$ cat config.mk
export PLATFORM = sky130hd
export DESIGN_NAME = mfpt_pin_ctrl
export DESIGN_NICKNAME = d
export VERILOG_FILES = /design/src/core/mfpt_pkg.sv /design/src/core/mfpt_pin_ctrl.sv /design/src/core/mfpt_pin_sync.sv
export VERILOG_INCLUDE_DIRS = /design/src /design/src/core
export SDC_FILE = /design/constraint.sdc
export NUM_CORES = 1
export LEC_CHECK = 0
export ABC_AREA = 1
export BUFFER_PORTS_ARGS = -buffer_cell sky130_fd_sc_hd__clkbuf_2
export CAP_MARGIN = 20
export CORE_UTILIZATION = 45
export CTS_BUF_LIST = sky130_fd_sc_hd__clkbuf_4 sky130_fd_sc_hd__clkbuf_8 sky130_fd_sc_hd__clkbuf_16
export CTS_CLUSTER_DIAMETER = 80
export DETAILED_ROUTE_END_ITERATION = 16
export PLACE_DENSITY = 0.76
export SLEW_MARGIN = 30
export SYNTH_ARGS = -nofsm -noshare
export SYNTH_HDL_FRONTEND = slang
export SYNTH_SLANG_ARGS = --single-unit
$ cat constraint.sdc
create_clock -name clk -period 1.8 [get_ports clk]
set_input_delay 0.18 -clock clk [delete_from_list [all_inputs] [get_ports clk]]
set_output_delay 0.18 -clock clk [all_outputs]
set_load 0.03 [all_outputs]
$ cat src/core/mfpt_regs.svh
`ifndef MFPT_REGS_SVH
`define MFPT_REGS_SVH

// ****************************************************
// register offsets
// ****************************************************
`define MFPT_ADDR_CFG    8'h00
`define MFPT_ADDR_CTRL   8'h04
`define MFPT_ADDR_STAT   8'h08
`define MFPT_ADDR_PULL   8'h0C
`define MFPT_ADDR_KEY    8'h10
`define MFPT_ADDR_NVCFG  8'h14

// ****************************************************
// pin configuration fields
// ****************************************************
`define MFPT_CFG_IN_EN   0
`define MFPT_CFG_OUT_EN  1
`define MFPT_CFG_SEL     2
`define MFPT_CFG_IN_FN   6
`define MFPT_CFG_OUT_FN  10
`define MFPT_CFG_W       14
`define MFPT_CFG_RESET   14'h0000

// ****************************************************
// software control fields
// ****************************************************
`define MFPT_CTL_SLEEP   0
`define MFPT_CTL_CURRENT_OUTPUT    1
`define MFPT_CTL_VOLTAGE_OUTPUT    5
`define MFPT_CTL_SNAP    9
`define MFPT_CTL_PROT    10
`define MFPT_CTL_CLR     11
`define MFPT_CTL_WLOCK   12
`define MFPT_CTL_NLOCK   13

// ****************************************************
// key register fields
// ****************************************************
`define MFPT_KEY_UNLOCK  0
`define MFPT_KEY_RST     4
`define MFPT_KEY_PROG    5
`define MFPT_UNLOCK_KEY  4'hA

// ****************************************************
// input function codes
// ****************************************************
`define MFPT_FN_SLEEP    4'h0
`define MFPT_FN_SNAP     4'h2
`define MFPT_FN_CURRENT_OUTPUT     4'h3
`define MFPT_FN_VOLTAGE_OUTPUT     4'h4
`define MFPT_FN_PROT     4'h5
`define MFPT_FN_CLR      4'h7
`define MFPT_FN_RST      4'hB
`define MFPT_FN_NLOCK    4'hC
`define MFPT_FN_WLOCK    4'hD

// ****************************************************
// output function codes and timing
// ****************************************************
`define MFPT_ST_NVM      4'h1
`define MFPT_ST_BUSY     2'h1
`define MFPT_ST_WIN      2'h2
`define MFPT_SETTLE      2'h3
`define MFPT_PIN_IDLE    1'b1

`endif

$ cat src/core/mfpt_pkg.sv
package mfpt_pkg;
  // boot sequence and normal running
  typedef enum logic [1:0] {
    BOOT_LOAD,
    BOOT_SETTLE,
    BOOT_APPLY,
    RUN
  } mfpt_state_t;
endpackage

$ cat src/core/mfpt_pin_ctrl.sv
`timescale 1ns/1ps
`include "mfpt_regs.svh"

module mfpt_pin_ctrl (
  input  wire logic        clk,
  input  wire logic        rstn,
  input  wire logic [7:0]  addr,
  input  wire logic [31:0] wdata,
  input  wire logic        wr,
  input  wire logic        rd,
  output logic      [31:0] rdata,
  input  wire logic        pin_in,
  output logic             pin_out,
  output logic             pin_oe_n,
  input  wire logic        nvm_busy,
  input  wire logic [3:0]  dac_busy,
  input  wire logic [3:0]  win_cmp,
  output logic             deep_sleep,
  output logic      [3:0]  current_output_pdn,
  output logic      [3:0]  voltage_output_pdn,
  output logic      [7:0]  voltage_pulldown_select,
  output logic             snapshot_pulse,
  output logic             protect_pulse,
  output logic             clear_action_pulse,
  output logic             device_reset_pulse,
  output logic             nvm_program_pulse
);
  // ****************************************************
  // declarations
  // ****************************************************
  mfpt_pkg::mfpt_state_t state;
  logic [`MFPT_CFG_W-1:0] cfg;
  logic [`MFPT_CFG_W-1:0] nv_cfg;
  logic [1:0]             settle;
  logic                   write_lock;
  logic                   nvm_lock;
  logic                   pin_level;
  logic                   pin_rose;
  logic                   pin_fell;
  logic                   run;
  logic                   fall_ev;
  logic                   rise_ev;
  logic                   wr_ok;
  logic                   cfg_wr;
  logic                   ctl_wr;
  logic                   key_wr;
  logic                   rst_req;
  logic [3:0]             chan_sel;

  // true when the configuration maps the pin input to code
  function automatic logic fn_mapped(
    input logic [`MFPT_CFG_W-1:0] c,
    input logic [3:0]             code
  );
    return c[`MFPT_CFG_IN_EN] && c[`MFPT_CFG_IN_FN +: 4] == code;
  endfunction

  // per-channel power state after a pin edge
  function automatic logic [3:0] pdn_next(
    input logic [3:0] cur,
    input logic [3:0] sel,
    input logic       fall,
    input logic       rise
  );
    logic [3:0] r;
    r = cur;
    if (fall)
      r = cur | sel;
    else if (rise)
      r = cur & ~sel;
    return r;
  endfunction

  // ****************************************************
  // pin synchroniser
  // ****************************************************
  mfpt_pin_sync u_sync (
    .clk       (clk),
    .rstn      (rstn),
    .pin_async (pin_in),
    .level     (pin_level),
    .rose      (pin_rose),
    .fell      (pin_fell)
  );

  // ****************************************************
  // pin events and write decode
  // ****************************************************
  // boot turns the settled level into a pseudo edge, run uses edges
  assign run      = state == mfpt_pkg::RUN;
  assign fall_ev  = (run & pin_fell) |
                    (state == mfpt_pkg::BOOT_APPLY & ~pin_level);
  assign rise_ev  = (run & pin_rose) |
                    (state == mfpt_pkg::BOOT_APPLY & pin_level);
  assign chan_sel = cfg[`MFPT_CFG_SEL +: 4];
  // locked map still takes the unlock key and the reset field
  assign wr_ok    = wr & (~write_lock | addr == `MFPT_ADDR_KEY);
  assign cfg_wr   = wr_ok & addr == `MFPT_ADDR_CFG;
  assign ctl_wr   = wr_ok & addr == `MFPT_ADDR_CTRL;
  assign key_wr   = wr_ok & addr == `MFPT_ADDR_KEY;
  // pin reset only counts when nonvolatile copy holds it too
  assign rst_req  = (run & pin_fell & fn_mapped(cfg, `MFPT_FN_RST) &
                    fn_mapped(nv_cfg, `MFPT_FN_RST)) |
                    (key_wr & wdata[`MFPT_KEY_RST]);

  // ****************************************************
  // boot sequencer
  // ****************************************************
  // settle wait lets the synchroniser carry the real level
  always_ff @(posedge clk or negedge rstn) begin
    if (!rstn) begin
      state  <= mfpt_pkg::BOOT_LOAD;
      settle <= 2'h0;
    end else if (rst_req) begin
      state  <= mfpt_pkg::BOOT_LOAD;
      settle <= 2'h0;
    end else begin
      unique case (state)
        mfpt_pkg::BOOT_LOAD: begin
          state  <= mfpt_pkg::BOOT_SETTLE;
          settle <= 2'h0;
        end
        mfpt_pkg::BOOT_SETTLE: begin
          settle <= settle + 2'h1;
          if (settle == `MFPT_SETTLE - 2'h1)
            state <= mfpt_pkg::BOOT_APPLY;
        end
        mfpt_pkg::BOOT_APPLY: state <= mfpt_pkg::RUN;
        mfpt_pkg::RUN:        state <= mfpt_pkg::RUN;
      endcase
    end
  end

  // ****************************************************
  // pin configuration, volatile and stored copies
  // ****************************************************
  // a device reset reloads only what was stored
  always_ff @(posedge clk or negedge rstn) begin
    if (!rstn)
      cfg <= `MFPT_CFG_RESET;
    else if (state == mfpt_pkg::BOOT_LOAD)
      cfg <= nv_cfg;
    else if (cfg_wr)
      cfg <= wdata[`MFPT_CFG_W-1:0];
  end

  // programming needs idle array and open nvm and write locks;
  // the key register is reachable while locked, so its program bit
  // must be gated here or a locked map could still be stored
  always_ff @(posedge clk or negedge rstn) begin
    if (!rstn) begin
      nv_cfg            <= `MFPT_CFG_RESET;
      nvm_program_pulse <= 1'b0;
    end else begin
      nvm_program_pulse <= 1'b0;
      if (key_wr && wdata[`MFPT_KEY_PROG] && !nvm_lock && !nvm_busy
          && !write_lock) begin
        nv_cfg            <= cfg;
        nvm_program_pulse <= 1'b1;
      end
    end
  end

  // ****************************************************
  // deep sleep, all channels
  // ****************************************************
  always_ff @(posedge clk or negedge rstn) begin
    if (!rstn)
      deep_sleep <= 1'b0;
    else if (rst_req)
      deep_sleep <= 1'b0;
    else if (fn_mapped(cfg, `MFPT_FN_SLEEP)) begin
      if (fall_ev)
        deep_sleep <= 1'b1;
      else if (rise_ev)
        deep_sleep <= 1'b0;
    end else if (ctl_wr)
      deep_sleep <= wdata[`MFPT_CTL_SLEEP];
  end

  // ****************************************************
  // output power-down per channel
  // ****************************************************
  // power changes are refused in deep sleep from either source
  always_ff @(posedge clk or negedge rstn) begin
    if (!rstn)
      current_output_pdn <= 4'h0;
    else if (rst_req)
      current_output_pdn <= 4'h0;
    else if (fn_mapped(cfg, `MFPT_FN_CURRENT_OUTPUT)) begin
      if (!deep_sleep)
        current_output_pdn <= pdn_next(current_output_pdn,
                                       chan_sel, fall_ev, rise_ev);
    end else if (ctl_wr && !deep_sleep)
      current_output_pdn <= wdata[`MFPT_CTL_CURRENT_OUTPUT +: 4];
  end

  always_ff @(posedge clk or negedge rstn) begin
    if (!rstn)
      voltage_output_pdn <= 4'h0;
    else if (rst_req)
      voltage_output_pdn <= 4'h0;
    else if (fn_mapped(cfg, `MFPT_FN_VOLTAGE_OUTPUT)) begin
      if (!deep_sleep)
        voltage_output_pdn <= pdn_next(voltage_output_pdn,
                                       chan_sel, fall_ev, rise_ev);
    end else if (ctl_wr && !deep_sleep)
      voltage_output_pdn <= wdata[`MFPT_CTL_VOLTAGE_OUTPUT +: 4];
  end

  // pulldown choice applies whenever a voltage output is down
  always_ff @(posedge clk or negedge rstn) begin
    if (!rstn)
      voltage_pulldown_select <= 8'h00;
    else if (rst_req)
      voltage_pulldown_select <= 8'h00;
    else if (wr_ok && addr == `MFPT_ADDR_PULL)
      voltage_pulldown_select <= wdata[7:0];
  end

  // ****************************************************
  // device-wide trigger pulses
  // ****************************************************
  // falling edge only; a rising edge has no effect for these codes
  always_ff @(posedge clk or negedge rstn) begin
    if (!rstn) begin
      snapshot_pulse     <= 1'b0;
      protect_pulse      <= 1'b0;
      clear_action_pulse <= 1'b0;
    end else begin
      snapshot_pulse     <= !deep_sleep && !rst_req &&
        (fn_mapped(cfg, `MFPT_FN_SNAP) ? fall_ev
         : ctl_wr && wdata[`MFPT_CTL_SNAP]);
      protect_pulse      <= !deep_sleep && !rst_req &&
        (fn_mapped(cfg, `MFPT_FN_PROT) ? fall_ev
         : ctl_wr && wdata[`MFPT_CTL_PROT]);
      clear_action_pulse <= !deep_sleep && !rst_req &&
        (fn_mapped(cfg, `MFPT_FN_CLR) ? fall_ev
         : ctl_wr && wdata[`MFPT_CTL_CLR]);
    end
  end

  // stays high for one cycle, the sequencer reboots meanwhile
  always_ff @(posedge clk or negedge rstn) begin
    if (!rstn)
      device_reset_pulse <= 1'b0;
    else
      device_reset_pulse <= rst_req;
  end

  // ****************************************************
  // write and nvm locks
  // ****************************************************
  // key write clears the write lock unless the pin owns it
  always_ff @(posedge clk or negedge rstn) begin
    if (!rstn)
      write_lock <= 1'b0;
    else if (rst_req)
      write_lock <= 1'b0;
    else if (fn_mapped(cfg, `MFPT_FN_WLOCK)) begin
      if (fall_ev)
        write_lock <= 1'b0;
      else if (rise_ev)
        write_lock <= 1'b1;
    end else if (ctl_wr && wdata[`MFPT_CTL_WLOCK])
      write_lock <= 1'b1;
    else if (key_wr && wdata[`MFPT_KEY_UNLOCK +: 4] == `MFPT_UNLOCK_KEY)
      write_lock <= 1'b0;
  end

  always_ff @(posedge clk or negedge rstn) begin
    if (!rstn)
      nvm_lock <= 1'b0;
    else if (rst_req)
      nvm_lock <= 1'b0;
    else if (fn_mapped(cfg, `MFPT_FN_NLOCK)) begin
      if (fall_ev)
        nvm_lock <= 1'b0;
      else if (rise_ev)
        nvm_lock <= 1'b1;
    end else if (ctl_wr)
      nvm_lock <= wdata[`MFPT_CTL_NLOCK];
  end

  // ****************************************************
  // pin output driver
  // ****************************************************
  // input enable wins, so the pin never fights its own driver
  always_ff @(posedge clk or negedge rstn) begin
    if (!rstn) begin
      pin_out  <= 1'b0;
      pin_oe_n <= 1'b1;
    end else begin
      pin_oe_n <= !(cfg[`MFPT_CFG_OUT_EN] && !cfg[`MFPT_CFG_IN_EN]);
      unique case (cfg[`MFPT_CFG_OUT_FN+2 +: 2])
        2'h0: pin_out <= cfg[`MFPT_CFG_OUT_FN +: 4] == `MFPT_ST_NVM
                         && nvm_busy;
        `MFPT_ST_BUSY: pin_out <= dac_busy[cfg[`MFPT_CFG_OUT_FN +: 2]];
        `MFPT_ST_WIN:  pin_out <= win_cmp[cfg[`MFPT_CFG_OUT_FN +: 2]];
        default:       pin_out <= 1'b0;
      endcase
    end
  end

  // ****************************************************
  // register read
  // ****************************************************
  // data valid only in the cycle after the read strobe
  always_ff @(posedge clk or negedge rstn) begin
    if (!rstn)
      rdata <= 32'h0000_0000;
    else if (!rd)
      rdata <= 32'h0000_0000;
    else begin
      unique case (addr)
        `MFPT_ADDR_CFG:   rdata <= {18'h0, cfg};
        `MFPT_ADDR_NVCFG: rdata <= {18'h0, nv_cfg};
        `MFPT_ADDR_PULL:  rdata <= {24'h0, voltage_pulldown_select};
        `MFPT_ADDR_CTRL, `MFPT_ADDR_STAT:
          rdata <= {16'h0, run, pin_level, nvm_lock, write_lock,
                    3'h0, voltage_output_pdn, current_output_pdn,
                    deep_sleep};
        default:          rdata <= 32'h0000_0000;
      endcase
    end
  end

  // ****************************************************
  // checks
  // ****************************************************
  pin_drive_a: assert property (@(posedge clk) disable iff (!rstn)
    cfg[`MFPT_CFG_OUT_EN] && !cfg[`MFPT_CFG_IN_EN] |=> !pin_oe_n)
    else $error("pin not driven with output enabled");

  unmapped_boot_a: assert property (@(posedge clk) disable iff (!rstn)
    state == mfpt_pkg::BOOT_LOAD && nv_cfg == `MFPT_CFG_RESET
    |=> cfg == `MFPT_CFG_RESET ##1 pin_oe_n)
    else $error("pin mapped after default boot");

  boot_level_a: assert property (@(posedge clk) disable iff (!rstn)
    state == mfpt_pkg::BOOT_APPLY && !pin_level && !rst_req
    && fn_mapped(cfg, `MFPT_FN_SLEEP) |=> deep_sleep)
    else $error("boot level not applied");

  sleep_edge_a: assert property (@(posedge clk) disable iff (!rstn)
    run && pin_rose && fn_mapped(cfg, `MFPT_FN_SLEEP) && !rst_req
    |=> !deep_sleep)
    else $error("rising edge did not wake");

  current_output_sel_a: assert property (@(posedge clk) disable iff (!rstn)
    run && pin_fell && fn_mapped(cfg, `MFPT_FN_CURRENT_OUTPUT) && !deep_sleep
    && !rst_req |=> (current_output_pdn & $past(chan_sel))
    == $past(chan_sel))
    else $error("selected current outputs not down");

  steady_level_a: assert property (@(posedge clk) disable iff (!rstn)
    run && !pin_rose && !pin_fell && !wr && fn_mapped(cfg, `MFPT_FN_VOLTAGE_OUTPUT)
    |=> $stable(voltage_output_pdn))
    else $error("steady level changed power state");

  sw_ignored_a: assert property (@(posedge clk) disable iff (!rstn)
    ctl_wr && fn_mapped(cfg, `MFPT_FN_SLEEP) && !fall_ev && !rise_ev
    && !rst_req |=> $stable(deep_sleep))
    else $error("software bit acted while pin mapped");

  clear_fall_a: assert property (@(posedge clk) disable iff (!rstn)
    run && pin_fell && fn_mapped(cfg, `MFPT_FN_CLR) && !deep_sleep
    && !rst_req |=> clear_action_pulse ##1 !clear_action_pulse)
    else $error("clear not pulsed on falling edge");

  pin_reset_a: assert property (@(posedge clk) disable iff (!rstn)
    run && pin_fell && fn_mapped(cfg, `MFPT_FN_RST)
    && fn_mapped(nv_cfg, `MFPT_FN_RST)
    |=> device_reset_pulse && state == mfpt_pkg::BOOT_LOAD)
    else $error("pin reset not started");

  volatile_reset_a: assert property (@(posedge clk) disable iff (!rstn)
    run && pin_fell && fn_mapped(cfg, `MFPT_FN_RST) && !wr
    && !fn_mapped(nv_cfg, `MFPT_FN_RST) |=> !device_reset_pulse)
    else $error("unstored reset mapping acted");

  write_block_a: assert property (@(posedge clk) disable iff (!rstn)
    run && write_lock && wr && addr == `MFPT_ADDR_CFG |=> $stable(cfg))
    else $error("locked write reached configuration");
endmodule // mfpt_pin_ctrl

$ cat src/core/mfpt_pin_sync.sv
`timescale 1ns/1ps
`include "mfpt_regs.svh"

module mfpt_pin_sync (
  input  wire logic clk,
  input  wire logic rstn,
  input  wire logic pin_async,
  output logic      level,
  output logic      rose,
  output logic      fell
);
  logic meta;
  logic prev;

  // ****************************************************
  // two-stage synchroniser, edges taken after stage two
  // ****************************************************
  always_ff @(posedge clk or negedge rstn) begin
    if (!rstn) begin
      meta  <= `MFPT_PIN_IDLE;
      level <= `MFPT_PIN_IDLE;
      prev  <= `MFPT_PIN_IDLE;
    end else begin
      meta  <= pin_async;
      level <= meta;
      prev  <= level;
    end
  end

  // edges are one-cycle pulses in the clk domain
  assign rose = level & ~prev;
  assign fell = ~level & prev;
endmodule // mfpt_pin_sync

# --- Word level (Yosys, flattened, before mapping) ---
# Cells that the tools add are included.
word_totals:
  ff_bits: 93
  in_bits: 54
  output_inout_bits: 56
  wordCells: 177
op_classes:
  add_sub_neg: 1
  n_lt_le_gt_ge: 1
  n_eq_ne: 30
  mux: 46
  bitwise: 25
  reduce_logical: 53
ops:
  columns: ["op", "n"]
  rows:
  - ["one-hot mux 16 bit (4 select lines)", 1]
  - ["two-way mux 4 bit", 12]
  - ["two-way mux 14 bit", 2]
  - ["logical AND 1 bit", 27]
  - ["equality test 4 bit (second input constant)", 5]
  - ["two-way mux 1 bit", 20]
  - ["!= test 4 bit (second input constant)", 5]
  - ["equality test 8 x 4 -> 1 bit (second input constant)", 2]
  - ["equality test 8 x 5 -> 1 bit (second input constant)", 2]
  - ["two-way mux 16 bit", 1]
  - ["two-way mux 8 bit", 2]
  - ["nonzero test 3 bit", 5]
  - ["AND 1 bit", 13]
  - ["equality test 4 x 3 -> 1 bit (second input constant)", 3]
  - ["!= test 3 bit (second input constant)", 3]
  - ["AND 4 bit", 2]
  - ["equality test 2 bit (second input constant)", 4]
  - ["equality test 4 x 2 -> 1 bit (second input constant)", 2]
  - ["equality test 8 x 3 -> 1 bit (second input constant)", 1]
  - ["zero test 8 bit", 1]
  - ["OR 4 bit", 2]
  - ["zero test 1 bit", 7]
  - ["two-way mux 2 bit", 3]
  - ["one-hot mux 2 bit (3 select lines)", 1]
  - ["other kinds (17)", 30]

# --- Depth between registers and ports, before layout ---
# Gate-level depths: netlist of run 1.
depth:
  ltp_word: 9
  mapped_depth: 14
  depth_no_buf: 12

# --- Hierarchy ---
# Synthesis of run 1 repeated with hierarchy kept, for this count alone.
hier_totals:
  hier_cells: 551
  hier_area_um2: 4124.0
modules_own_cells:
  columns: ["mod", "n_inst", "cells_each", "area_each_um2", "seq_area_each_um2"]
  rows:
  - ["mfpt_pin_ctrl", 1, 544, 4030.1, 1853.0]
  - ["mfpt_pin_sync", 1, 7, 93.8, 78.8]

# --- Worst setup path after synthesis of run 1 ---
# Ideal clock, no wire load.
synth_timing:
  path_type: "register to register"
  startpoint: "register u_sync.prev"
  endpoint: "register voltage_output_pdn[1]"
  setup_time_ns: 0.118
  arrival_time_ns: 1.368
  required_ns: 1.682
  path_slack_ns: 0.314
  stages_incl_launch_ff: 13
  n_path_buf: 1
  synth_period_minus_slack_ns: 1.486
  path_cell_list: "dfstp_2 -> nand2_2 -> inv_2 -> nand2_2 -> nor2_4 -> nand2_4 -> nand2_4 -> inv_2 -> buf_12 -> nand3_4 -> nand3_4 -> nand2_1 -> nand2_1"
synth_between:
  elab_chain_len: 7
  elab_cells_between_ends: 18
  classes_between: "2 x eq/ne; 4 x mux; 10 x bitwise; 2 x reduce/logical"
synth_lines:
  columns: ["element", "line_no", "rtl"]
  rows:
  - ["start, declared", "mfpt_pin_sync.sv:13", "logic prev;"]
  - ["start signal, assigned", "mfpt_pin_sync.sv:22", "prev <= `MFPT_PIN_IDLE;"]
  - ["start signal, assigned", "mfpt_pin_sync.sv:26", "prev <= level;"]
  - ["AND 1 bit", "mfpt_pin_sync.sv:32", "assign fell = ~level & prev;"]
  - ["AND 1 bit", "mfpt_pin_ctrl.sv:91, mfpt_pin_ctrl.sv:102", null]
  - ["AND 1 bit / OR 1 bit (equally long branches)", "mfpt_pin_ctrl.sv:102, mfpt_pin_ctrl.sv:91", null]
  - ["AND 1 bit / two-way mux 4 bit (equally long branches)", "mfpt_pin_ctrl.sv:102, mfpt_pin_ctrl.sv:67", null]
  - ["OR 1 bit / two-way mux 4 bit (equally long branches)", "mfpt_pin_ctrl.sv:102, mfpt_pin_ctrl.sv:204", null]
  - ["!= test 4 bit (no line), or another cell as far along", null, null]
  - ["AND reduction 3 bit (no line) / two-way mux 4 bit (equally long branches)", null, null]
  - ["end signal, assigned", "mfpt_pin_ctrl.sv:205", "voltage_output_pdn <= pdn_next(voltage_output_pdn,"]
  - ["end signal, assigned", "mfpt_pin_ctrl.sv:208", "voltage_output_pdn <= wdata[`MFPT_CTL_VOLTAGE_OUTPUT +: 4];"]
  - ["end, declared", "mfpt_pin_ctrl.sv:20", "output logic [3:0] voltage_output_pdn,"]
# Parallel ways exist; a longest one is shown, timed or not. The select of a mux whose other input is x is not followed.
# A chain may end at the register's enable or synchronous reset.

# --- Worst setup path in the final report of run 1 ---
layout_timing:
  startpoint: "register u_sync.level"
  endpoint: "register clear_action_pulse"
layout_between:
  elab_chain_len: 9
  elab_cells_between_ends: 12
  classes_between: "1 x mux; 8 x bitwise; 3 x reduce/logical"
layout_lines:
  columns: ["element", "line_no", "rtl"]
  rows:
  - ["start, declared", "mfpt_pin_sync.sv:8", "output logic level,"]
  - ["start signal, assigned", "mfpt_pin_sync.sv:21", "level <= `MFPT_PIN_IDLE;"]
  - ["start signal, assigned", "mfpt_pin_sync.sv:25", "level <= meta;"]
  - ["inverter 1 bit *", "mfpt_pin_ctrl.sv:92, mfpt_pin_sync.sv:32", null]
  - ["AND 1 bit", "mfpt_pin_sync.sv:32", null]
  - ["AND 1 bit", "mfpt_pin_ctrl.sv:91, mfpt_pin_ctrl.sv:102", null]
  - ["AND 1 bit (2 in a row)", "mfpt_pin_ctrl.sv:102", "assign rst_req = (run & pin_fell & fn_mapped(cfg, `MFPT_FN_RST) &"]
  - ["OR 1 bit", "mfpt_pin_ctrl.sv:102", null]
  - ["zero test 1 bit", "mfpt_pin_ctrl.sv:237", "clear_action_pulse <= !deep_sleep && !rst_req &&"]
  - ["logical AND 1 bit", "mfpt_pin_ctrl.sv:237", null]
  - ["logical AND 1 bit *", "mfpt_pin_ctrl.sv:237", null]
  - ["end signal, assigned", "mfpt_pin_ctrl.sv:237", null]
  - ["end, declared", "mfpt_pin_ctrl.sv:24", "output logic clear_action_pulse,"]
# Every way passes the cells marked *; elsewhere a longest branch is shown, timed or not.

==> metrics.cfg, run 1 <==
[power]
vdd_drop_max_uv = 310
seqPwrFrac_pct = 48.1
p_clk_share_pct = 37.2
cellPowerDensity_mw_per_mm2 = 798
p_switching_uw = 1190
netSwitchingFraction_pct = 29.9
leakagePower_uw = 0.00250
internal_power_uw = 2780
combPwrFrac_pct = 14.7

[global_routing]
grt_pass1_wl_um = 18300
grt_use_total_pct = 24.4
grt_max_degree = 37
antenna_found_initial = 0
grt_pass1_vias = 3645
overflow = 0

[clocking]
cts-root-buf = clkbuf_8
postCtsSetupBuffers = 0
clk_latency_ns = 0.35
htree_levels = 3
clk_pin_slew_worst_paths_ns = 0.09
clk_path_buf_depth = 2
clkSinkCount = 77
cts_tree = built
cts_made_buffers = 9

[detailed_routing]
highest_layer = met4
antenna_left = 0
vias_per_cell = 5.39
drc = 0
drt-total-wl_um = 11300
wl_per_cell_um = 15.5
wl_met3_um = 879
vias = 3919
drtIter0Drc = 383
wl_met2_um = 5250
dr.pass1.iters = 5
wl_met1_um = 4980

[synth]
synth_compound_area_share_pct = 13.4
synthFlopType = dfrtp_1
ys_warn_count = 0
yosysTopAreaCell = dfrtp_1
synth_top_cells_by_count = nand2_1, dfrtp_1, inv_1
ys_types = 38
synthMuxAreaShare_pct = 1.07
synthXorXnorAreaFrac_pct = 0
synth-edff-count = 0
synth_top_family_by_area = simple AND/OR/NAND/NOR gates
synth_simple_gate_area_share_pct = 28.1
synth_area_leaders = dfrtp_1, nand2_1, o21ai_0
syn-cell-area_mm2 = 0.00421
synth.yosys.seq_area_share_pct = 45.9
synth.most_common_cell = nand2_1
async_flop_share_pct = 100
synth.avg_cell_area_um2 = 8.06
syn_inst = 522
yosys_register_bits = 77
synthAdderAreaFrac_pct = 0.298
synth_top_area_share_pct = 43.4

[timing]
finalSetupViolCount = 0
setup_tns_ns = 0
timing.final.ws_setup_ns = 0.173
drv_slew = 0
clock_skew_ns = 0.0115
slew_headroom_pct = 52.2
grt_setup_unrepaired = no
finalHoldViolCount = 0
worst_slew_pin_slew_ns = 0.709
period_share_pct = 90.4
final.min_clock_period_ns = 1.63
whs_ns = 0.0665
max_freq_mhz = 615

[placed_design]
hpwl_um = 8390
placedCellCount = 709
place_ws_ns = 0.0858
portBuffers = 75
place_congestion = 0.912

[worst_setup_path]
r2r_slack_ns = 0.17
end_kind = flip-flop
criticalPathCategory = reg2reg
slowest_stage = dfstp_2
cp_max_fo = 10
cpPeakStageDelay_ns = 0.58
cpMostUsedCell = nor2_4
cp.arrival_ns = 1.90
crit_path_start_kind = flip-flop
crit_required_ns = 2.07
cp_cell_sequence = nor2_4 -> nand2_2 -> nor2_4 -> nand2_4 -> nand2_4 -> buf_4 -> nor2_4 -> o21ai_0 -> a21oi_1
critPathTopFamily = flip-flops
path_buf_inv = 1

[floorplanning]
die-area_mm2 = 0.00974
die_w_um = 98.7
std_cell_rows = 34
fp.dieH_um = 98.7
io-pin-count = 110
core_area_mm2 = 0.00889
initial_core_util_pct = 47.3

[final_layout]
layout-drive-gt1-share_pct = 24.7
n_antenna_cell = 0
syn2layout_area_growth_pct = 18.1
stdcell_count = 727
post-route-util_pct = 55.8
nets = 669

[min_path]
hold_class = in2reg

[outcome]
outcome = completed

[flow_run]
cap_viol_max_count = 0

-- power groups by stage --
stage | registers (uW) | logic, uW | clock network (uW)
2_1_floorplan | 1980 | 322 | 0
3_3_place_gp | 1930 | 558 | 0
3_5_place_dp | 1940 | 572 | 0
4_1_cts | 1900 | 580 | 1490
5_1_grt | 1920 | 650 | 1590
6_report | 1910 | 583 | 1470
-- cells in the final DEF, fill, tap and decap left out, types with 2 or more instances in the layout --
cell	Yosys	final
nand2_4	4	5
mux2_2	4	4
a41oi_1	4	4
inv_1	64	64
inv_2	4	3
dfrtp_1	73	73
o22ai_1	14	14
nand4_1	9	9
nor2_1	40	40
nor4_1	2	2
nor2_2	3	2
clkinv_4	0	2
nand4_2	2	2
a21oi_1	13	13
clkbuf_2	0	74
nand2_2	9	8
nand3_1	23	23
conb_1	1	16
dfstp_2	4	4
nor3_1	2	2
nor2_4	5	6
buf_4	18	18
a31oi_1	3	3
clkbuf_8	0	9
dlygate4sd3_1	0	2
nand2_1	134	134
o21ai_0	61	61
nand3_4	4	4
bufinv_16	0	2
nand3_2	2	2
-- timing repair --
item,CTS,global route
endpoints found under the hold margin,30,0
hold buffers,2,0
resized for setup,0,4
endpoints found under the setup margin,0,12
-- logic make-up (layout without fill, tap and decap cells) --
| kind of cell | after synthesis | in the layout |
|---|---|---|
| AOI/OAI and AO/OA | 99 | 99 |
| other | 1 | 16 |
| and+or+nand+nor | 243 | 243 |
| DFF | 77 | 77 |
| muxes | 4 | 4 |
| adders and majority gates | 1 | 1 |
| buffers and inverters | 97 | 179 |
-- state kept, by name, indices dropped and copies added (netlist names), 2 cells and up --
| name | cells |
|---|---|
| state | 2 |
| voltage_pulldown_select | 8 |
| cfg | 14 |
| current_output_pdn | 4 |
| voltage_output_pdn | 4 |
| nv_cfg | 14 |
| settle | 2 |
| rdata | 16 |
-- final cells by class --
| class | instances | area, um^2 |
|---|---|---|
| clock buffers | 9 | 124 |
| clock inverters | 7 | 98.8 |
| fillers | 824 | 3930 |
| inverters | 68 | 258 |
| multi-input cells | 363 | 1870 |
| flip-flops and latches | 77 | 1930 |
| well taps | 108 | 135 |
| repair buffers | 95 | 546 |
-- tightest hold or removal path: stages --
cell and delay, ns:
clkbuf_2 0.09, nand2_1 0.06, a21oi_1 0.06
-- metal layers --
metal  vias to the layer above  GRT usage, %
li1                       1844             -
met1                      1843          34.2
met2                       217          38.8
met3                        15          4.54
met4                         0          7.00
met5                         -             0
-- path summary, 6_finish.rpt --
kind                                             start                            to  cells after the start
min in group asynchronous                         rstn            rdata[4]$_DFF_PN0_                      2
max in group asynchronous                         rstn            pin_oe_n$_DFF_PN1_                      3
worst max-delay path            u_sync.level$_DFF_PN1_  clear_action_pulse$_DFF_PN0_                      9
worst max register to register  u_sync.level$_DFF_PN1_  clear_action_pulse$_DFF_PN0_                      9
worst min register to register   u_sync.meta$_DFF_PN1_        u_sync.level$_DFF_PN1_                      0
worst min-delay path                          wdata[9]      snapshot_pulse$_DFF_PN0_                      3
-- through the flow --
stage / area [um^2] / total power, uW
floorplan: 4260 / 2300
CTS: 4950 / 3980
finish: 4960 / 3960
global placement: 4710 / 2490
global route: 4960 / 4160
detailed placement: 4710 / 2510
(Power assumes the default switching activity.)
==> run 2: changes to the inputs <==
Settings changed: MAX_ROUTING_LAYER set to met4.
==> run 2 against run 1 <==
Sequential power barely moved. Maximum frequency fell by 4.0%. Clock skew fell by 0.0011 ns. Critical path depth did not move. Power fell by 6.4%. Core utilization fell by 0.30 points. Cell area fell by 0.53%. Die area did not move. Count of clock-buffer cells in the layout rose by 1. Combinational power barely moved. Critical endpoint is now voltage_pulldown_select[7]$_DFFE_PN0P_. Non-clock buffer count fell by 2. Largest cell class unchanged.
==> metrics.cfg, run 2 (synthesis gave the netlist of run 1 again) <==
[floorplanning]
initial_core_util_pct = 47.3  ; unchanged
core_area_mm2 = 0.00889  ; unchanged
fp.dieH_um = 98.7  ; unchanged
die-area_mm2 = 0.00974  ; unchanged
die_w_um = 98.7  ; unchanged
io-pin-count = 110  ; unchanged
std_cell_rows = 34  ; unchanged

[timing]
worst_slew_pin_slew_ns = 0.693  ; -0.0164 ns
grt_setup_unrepaired = no
slew_headroom_pct = 53.3  ; +1.1 points
period_share_pct = 94.2  ; +3.8 points
max_freq_mhz = 590  ; -4.0%
setup_tns_ns = 0  ; unchanged
final.min_clock_period_ns = 1.69  ; +0.0682 ns
finalHoldViolCount = 0  ; unchanged
clock_skew_ns = 0.0103  ; -0.00114 ns
drv_slew = 0  ; unchanged
finalSetupViolCount = 0  ; unchanged

[placed_design]
hpwl_um = 8390  ; about the same
portBuffers = 75  ; unchanged
place_congestion = 0.940  ; +3.1%

[worst_setup_path]
crit_required_ns = 2.08  ; about the same
cp_max_fo = 8  ; -2
cp_cell_sequence = nor2_4 -> nand2_2 -> nor2_4 -> nand2_4 -> nand2_4 -> inv_2 -> buf_12 -> nand4_4 -> o22ai_1
cpPeakStageDelay_ns = 0.59  ; about the same
criticalPathCategory = reg2reg
crit_path_start_kind = flip-flop
cp.arrival_ns = 1.97  ; +0.07 ns
slowest_stage = dfstp_2
end_kind = flip-flop
reg2reg_depth = 9  ; unchanged
r2r_slack_ns = 0.11  ; -0.07 ns

[final_layout]
most-common-layout-cells = nand2_1, clkbuf_2, dfrtp_1, inv_1, o21ai_0
n_antenna_cell = 0  ; unchanged
reg.largest.list = rdata (16), cfg (14), nv_cfg (14)
regMostFlops = rdata
nets = 667  ; -0.30%
n_fill_cell = 829  ; +0.61%
post-route-util_pct = 55.5  ; -0.30 points
layout_commonest_cell = nand2_1
final-seq-area_mm2 = 0.00193  ; unchanged
layout-drive-gt1-share_pct = 24.6  ; -0.082 points
multi_input_area_mm2 = 0.00187  ; -0.13%
syn2layout_area_growth_pct = 17.4
largest_register_ffs = 16  ; unchanged

[global_routing]
overflow = 0  ; unchanged
antenna_found_initial = 0  ; unchanged
grt_pass1_wl_um = 18300  ; about the same
grt_max_degree = 40  ; +8.1%
grt_pass1_vias = 3671  ; +0.71%
grt_use_total_pct = 25.2  ; +0.77 points

[clocking]
htree_levels = 3  ; unchanged
postCtsSetupBuffers = 0  ; unchanged
clk_latency_ns = 0.36  ; about the same
clk_path_buf_depth = 2  ; unchanged
clkSinkCount = 77  ; unchanged
cts_tree = built
cts_made_buffers = 9  ; unchanged
cts-root-buf = clkbuf_8
clk_pin_slew_worst_paths_ns = 0.08  ; about the same

[power]
netSwitchingFraction_pct = 32.2  ; +2.3 points
combPwrFrac_pct = 15.7  ; +1.0 points
p_switching_uw = 1190  ; +0.69%
internal_power_uw = 2520  ; -9.5%
seqPwrFrac_pct = 51.3  ; +3.2 points
p_clk_share_pct = 32.9  ; -4.3 points
vdd_drop_max_uv = 439  ; +41%
cellPowerDensity_mw_per_mm2 = 751  ; -5.9%
leakagePower_uw = 0.00248  ; -1.1%

[detailed_routing]
vias_per_cell = 5.24  ; -2.8%
dr.pass1.iters = 5  ; unchanged
vias = 3799  ; -3.1%
drtIter0Drc = 234  ; -39%
wl_per_cell_um = 15.4  ; -0.94%
drc = 0  ; unchanged
drt-total-wl_um = 11100  ; -1.2%
antenna_left = 0  ; unchanged

[min_path]
hold_depth = 3  ; unchanged
hold_class = in2reg

[flow_run]
cap_viol_max_count = 0  ; unchanged

[outcome]
outcome = completed

run 2: cell types whose count changed in the layout (fill, tap and decap cells not counted), moves of 2 or more:
cell        before  now
bufinv_16        2    0
clkinv_4         2    0
buf_4           18   13
buf_12           1    4
clkinvlp_4       1    4
run 2: per-layer routing:
metal  vias to the layer above  track usage, %  routed length [um]
li1                       1839               -                   -
met1                      1782            32.0                4990
met2                       162            40.0                5160
met3                        16            6.17                 841
met4                         0            7.46                 153
met5                         -               -                   0
run 2: timing repair:
action,4_1_cts,5_1_grt
endpoints found under the hold margin,38,0
endpoints found under the setup margin,0,5
resized for setup,0,2
hold buffers,2,0
run 2: path summary, 6_finish.rpt:
path,endpoint,startpoint
min reg2reg,u_sync.level$_DFF_PN1_,u_sync.meta$_DFF_PN1_
max reg2reg,voltage_pulldown_select[7]$_DFFE_PN0P_,u_sync.level$_DFF_PN1_
min,snapshot_pulse$_DFF_PN0_,wdata[9]
max,voltage_pulldown_select[7]$_DFFE_PN0P_,u_sync.level$_DFF_PN1_
min in group asynchronous,rdata[4]$_DFF_PN0_,rstn
max in group asynchronous,pin_oe_n$_DFF_PN1_,rstn
run 2: per-stage QoR:
stage | cells | cell area (um^2) | hold slack (ns) | worst slack [ns] | power (uW)
floorplan | 537 | 4260 | -0.116 | 0.314 | 2300
global placement | 707 | 4730 | 0.193 | 0.162 | 2490
detailed placement | 707 | 4730 | 0.190 | 0.144 | 2510
CTS | 725 | 4930 | 0.0721 | 0.113 | 3720
global route | 725 | 4940 | 0.0929 | 0.0112 | 3870
finish | 725 | 4940 | 0.0702 | 0.105 | 3710
run 2: worst max-delay path, delay by kind of cell, from the launching register on:
kind | cells | cell delay, ns
DFF | 1 | 0.59
buffers and inverters | 2 | 0.39
and+or+nand+nor | 6 | 0.47
AOI/OAI and AO/OA | 1 | 0.17
run 2: layout make-up:
| class | count | area share [%] |
|---|---|---|
| sequential | 77 | 39.1 |
| clock inverter | 6 | 0.963 |
| inverter | 68 | 5.17 |
| clock buffer | 10 | 2.66 |
| timing repair buffer | 93 | 11.5 |
| multi-input combinational | 363 | 37.9 |
| tap | 108 | 2.74 |
run 2: power groups by stage:
stage               Sequential, uW  Clock [uW]  Combinational [uW]
finish                        1900        1220                 584
global route                  1920        1310                 648
CTS                           1900        1240                 585
detailed placement            1940           0                 579
global placement              1930           0                 558
floorplan                     1980           0                 322
==> run 3: changes to the inputs <==
Settings changed: CELL_PAD_IN_SITES_DETAIL_PLACEMENT set to 2, CELL_PAD_IN_SITES_GLOBAL_PLACEMENT set to 2, CORE_UTILIZATION 45 to 30, PLACE_DENSITY 0.76 to 0.85, SLEW_MARGIN 30 to 20.
==> run 3 against run 2 <==
Power rose by 20%. First-iteration DRC count fell by 1.7%. Non-clock buffer count rose by 6. Maximum frequency fell by 2.0%. Core utilization fell by 17 points. Routed wire length rose by 46%. Highest routed layer unchanged. Register-to-register slack got worse by 0.03 ns. Combinational power rose by 6.3%.
==> metrics.cfg, run 3 (synthesis gave the netlist of run 1 again) <==
[outcome]
outcome = completed

[final_layout]
final-seq-area_mm2 = 0.00193  ; unchanged
layout_commonest_cell = nand2_1
design_area_mm2 = 0.00520  ; +5.4%
largest_register_ffs = 16  ; unchanged
multi_input_area_mm2 = 0.00188  ; +0.67%
reg.largest.list = rdata (16), cfg (14), nv_cfg (14)
regMostFlops = rdata
n_fill_cell = 1565  ; +89%
post-route-util_pct = 38.7  ; -17 points
most-common-layout-cells = nand2_1, clkbuf_2, dfrtp_1, inv_1, o21ai_0
syn2layout_area_growth_pct = 23.8
layout-drive-gt1-share_pct = 25.7  ; +1.0 points
nets = 673  ; +0.90%

[power]
cellPowerDensity_mw_per_mm2 = 853  ; +14%
power_uw = 4440  ; +20%
vdd_drop_max_uv = 426  ; -2.9%
leakagePower_uw = 0.00258  ; +4.0%

[floorplanning]
io-pin-count = 110  ; unchanged
std_cell_rows = 42  ; +24%
die_w_um = 120  ; +22%
die-area_mm2 = 0.0145  ; +49%
fp.dieH_um = 120  ; +22%
core_area_mm2 = 0.0135  ; +51%
initial_core_util_pct = 31.3  ; -16 points

[placed_design]
place_area_mm2 = 0.00486  ; +2.7%
place_congestion = 0.865  ; -8.0%
portBuffers = 75  ; unchanged
hpwl_um = 11900  ; +41%

[clocking]
clk_pin_slew_worst_paths_ns = 0.06  ; -0.02 ns
htree_levels = 3  ; unchanged
postCtsSetupBuffers = 0  ; unchanged
cts_tree = built
cts-root-buf = clkbuf_16
clkSinkCount = 77  ; unchanged
clk_path_buf_depth = 2  ; unchanged
clk_latency_ns = 0.35  ; about the same
cts_made_buffers = 9  ; unchanged

[timing]
clock_skew_ns = 0.00803  ; -0.00230 ns
final.min_clock_period_ns = 1.73  ; +0.0340 ns
grt_setup_unrepaired = yes
finalSetupViolCount = 0  ; unchanged
drv_slew = 0  ; unchanged
worst_slew_pin_slew_ns = 0.742  ; +0.0496 ns
slew_headroom_pct = 50.0  ; -3.3 points
finalHoldViolCount = 0  ; unchanged
setup_tns_ns = 0  ; unchanged
max_freq_mhz = 578  ; -2.0%
period_share_pct = 96.0  ; +1.9 points

[detailed_routing]
antenna_left = 0  ; unchanged
drc = 0  ; unchanged
wl_per_cell_um = 20.3  ; +32%
dr.pass1.iters = 5  ; unchanged
vias = 4104  ; +8.0%
drt-total-wl_um = 16200  ; +46%
vias_per_cell = 5.13  ; -2.1%
drtIter0Drc = 230  ; -1.7%

[global_routing]
grt_use_total_pct = 24.2  ; -0.95 points
grt_max_degree = 36  ; -10%
antenna_found_initial = 1  ; +1
grt_pass1_vias = 4604  ; +25%
grt_pass1_wl_um = 25300  ; +39%
overflow = 0  ; unchanged

[worst_setup_path]
cp_max_fo = 8  ; unchanged
crit_required_ns = 2.05  ; -0.03 ns
end_kind = flip-flop
cp.arrival_ns = 1.98  ; about the same
crit_path_start_kind = flip-flop
criticalPathCategory = reg2reg

[min_path]
hold_class = in2reg

[flow_run]
cap_viol_max_count = 0  ; unchanged

-- run 3: cell count changes in the layout (fill, tap and decap cells not counted), moves of 2 or more --
cell / previous run / this run
buf_4: 13 / 19
clkbuf_4: 1 / 5
clkbuf_16: 0 / 9
clkinvlp_4: 4 / 0
clkbuf_8: 9 / 0
inv_6: 2 / 0
-- run 3: through the flow --
step	instances	hold slack [ns]	worst slack, ns
2_1_floorplan	537	-0.116	0.314
3_3_place_gp	781	0.185	0.113
3_5_place_dp	781	0.203	0.0193
4_1_cts	799	0.0823	0.0166
5_1_grt	800	0.101	-0.000935
6_report	800	0.0793	0.0711
-- run 3: area by class of cell --
cell class / count / share of cell area, %
Antenna cell: 1 / 0.0481
Clock buffer: 14 / 5.05
Clock inverter: 2 / 0.673
Inverter: 68 / 4.95
Multi-Input combinational cell: 363 / 36.2
Sequential cell: 77 / 37.1
Tap cell: 176 / 4.23
Timing Repair Buffer: 99 / 11.8
-- run 3: worst max-delay path, stage by stage, from the launching register on --
cell	delay, ns
dfstp_2	0.59
nor2_4	0.07
nand2_2	0.09
nor2_4	0.04
nand2_4	0.09
nand2_4	0.06
inv_4	0.14
buf_4	0.14
nand4_4	0.16
o22ai_1	0.23
-- run 3: where the power goes --
| group | internal (uW) | switching, uW | leakage, uW |
|---|---|---|---|
| clock | 1150 | 749 | 0.000152 |
| sequential | 1820 | 102 | 0.00104 |
| combinational | 178 | 443 | 0.00139 |
| total | 3150 | 1290 | 0.00258 |
-- run 3: per-layer routing --
layer | share of wire [%] | vias to the layer above | routed length, um | GRT usage [%]
met4 | 2.2 | 0 | 365 | 8.95
met1 | 42 | 2083 | 6780 | 28.3
met3 | 4.5 | 27 | 731 | 3.25
li1 | - | 1856 | - | -
met5 | 0 | - | 0 | -
met2 | 51 | 138 | 8360 | 42.3
-- run 3: final timing paths --
kind	from	end	slack [ns]	depth (start not counted)
max	u_sync.level$_DFF_PN1_	voltage_pulldown_select[0]$_DFFE_PN0P_	0.07	9
min	wdata[9]	snapshot_pulse$_DFF_PN0_	0.08	3
max reg2reg	u_sync.level$_DFF_PN1_	voltage_pulldown_select[0]$_DFFE_PN0P_	0.07	9
min reg2reg	u_sync.meta$_DFF_PN1_	u_sync.level$_DFF_PN1_	0.36	0
max in group asynchronous	rstn	u_sync.prev$_DFF_PN1_	0.75	3
min in group asynchronous	rstn	nv_cfg[4]$_DFFE_PN0P_	0.36	2
-- run 3: repair_timing --
action                                  in CTS  in global routing
endpoints found under the setup margin       1                 20
hold buffers                                 2                  0
gates resized for setup                      1                  6
endpoints found under the hold margin       34                  0
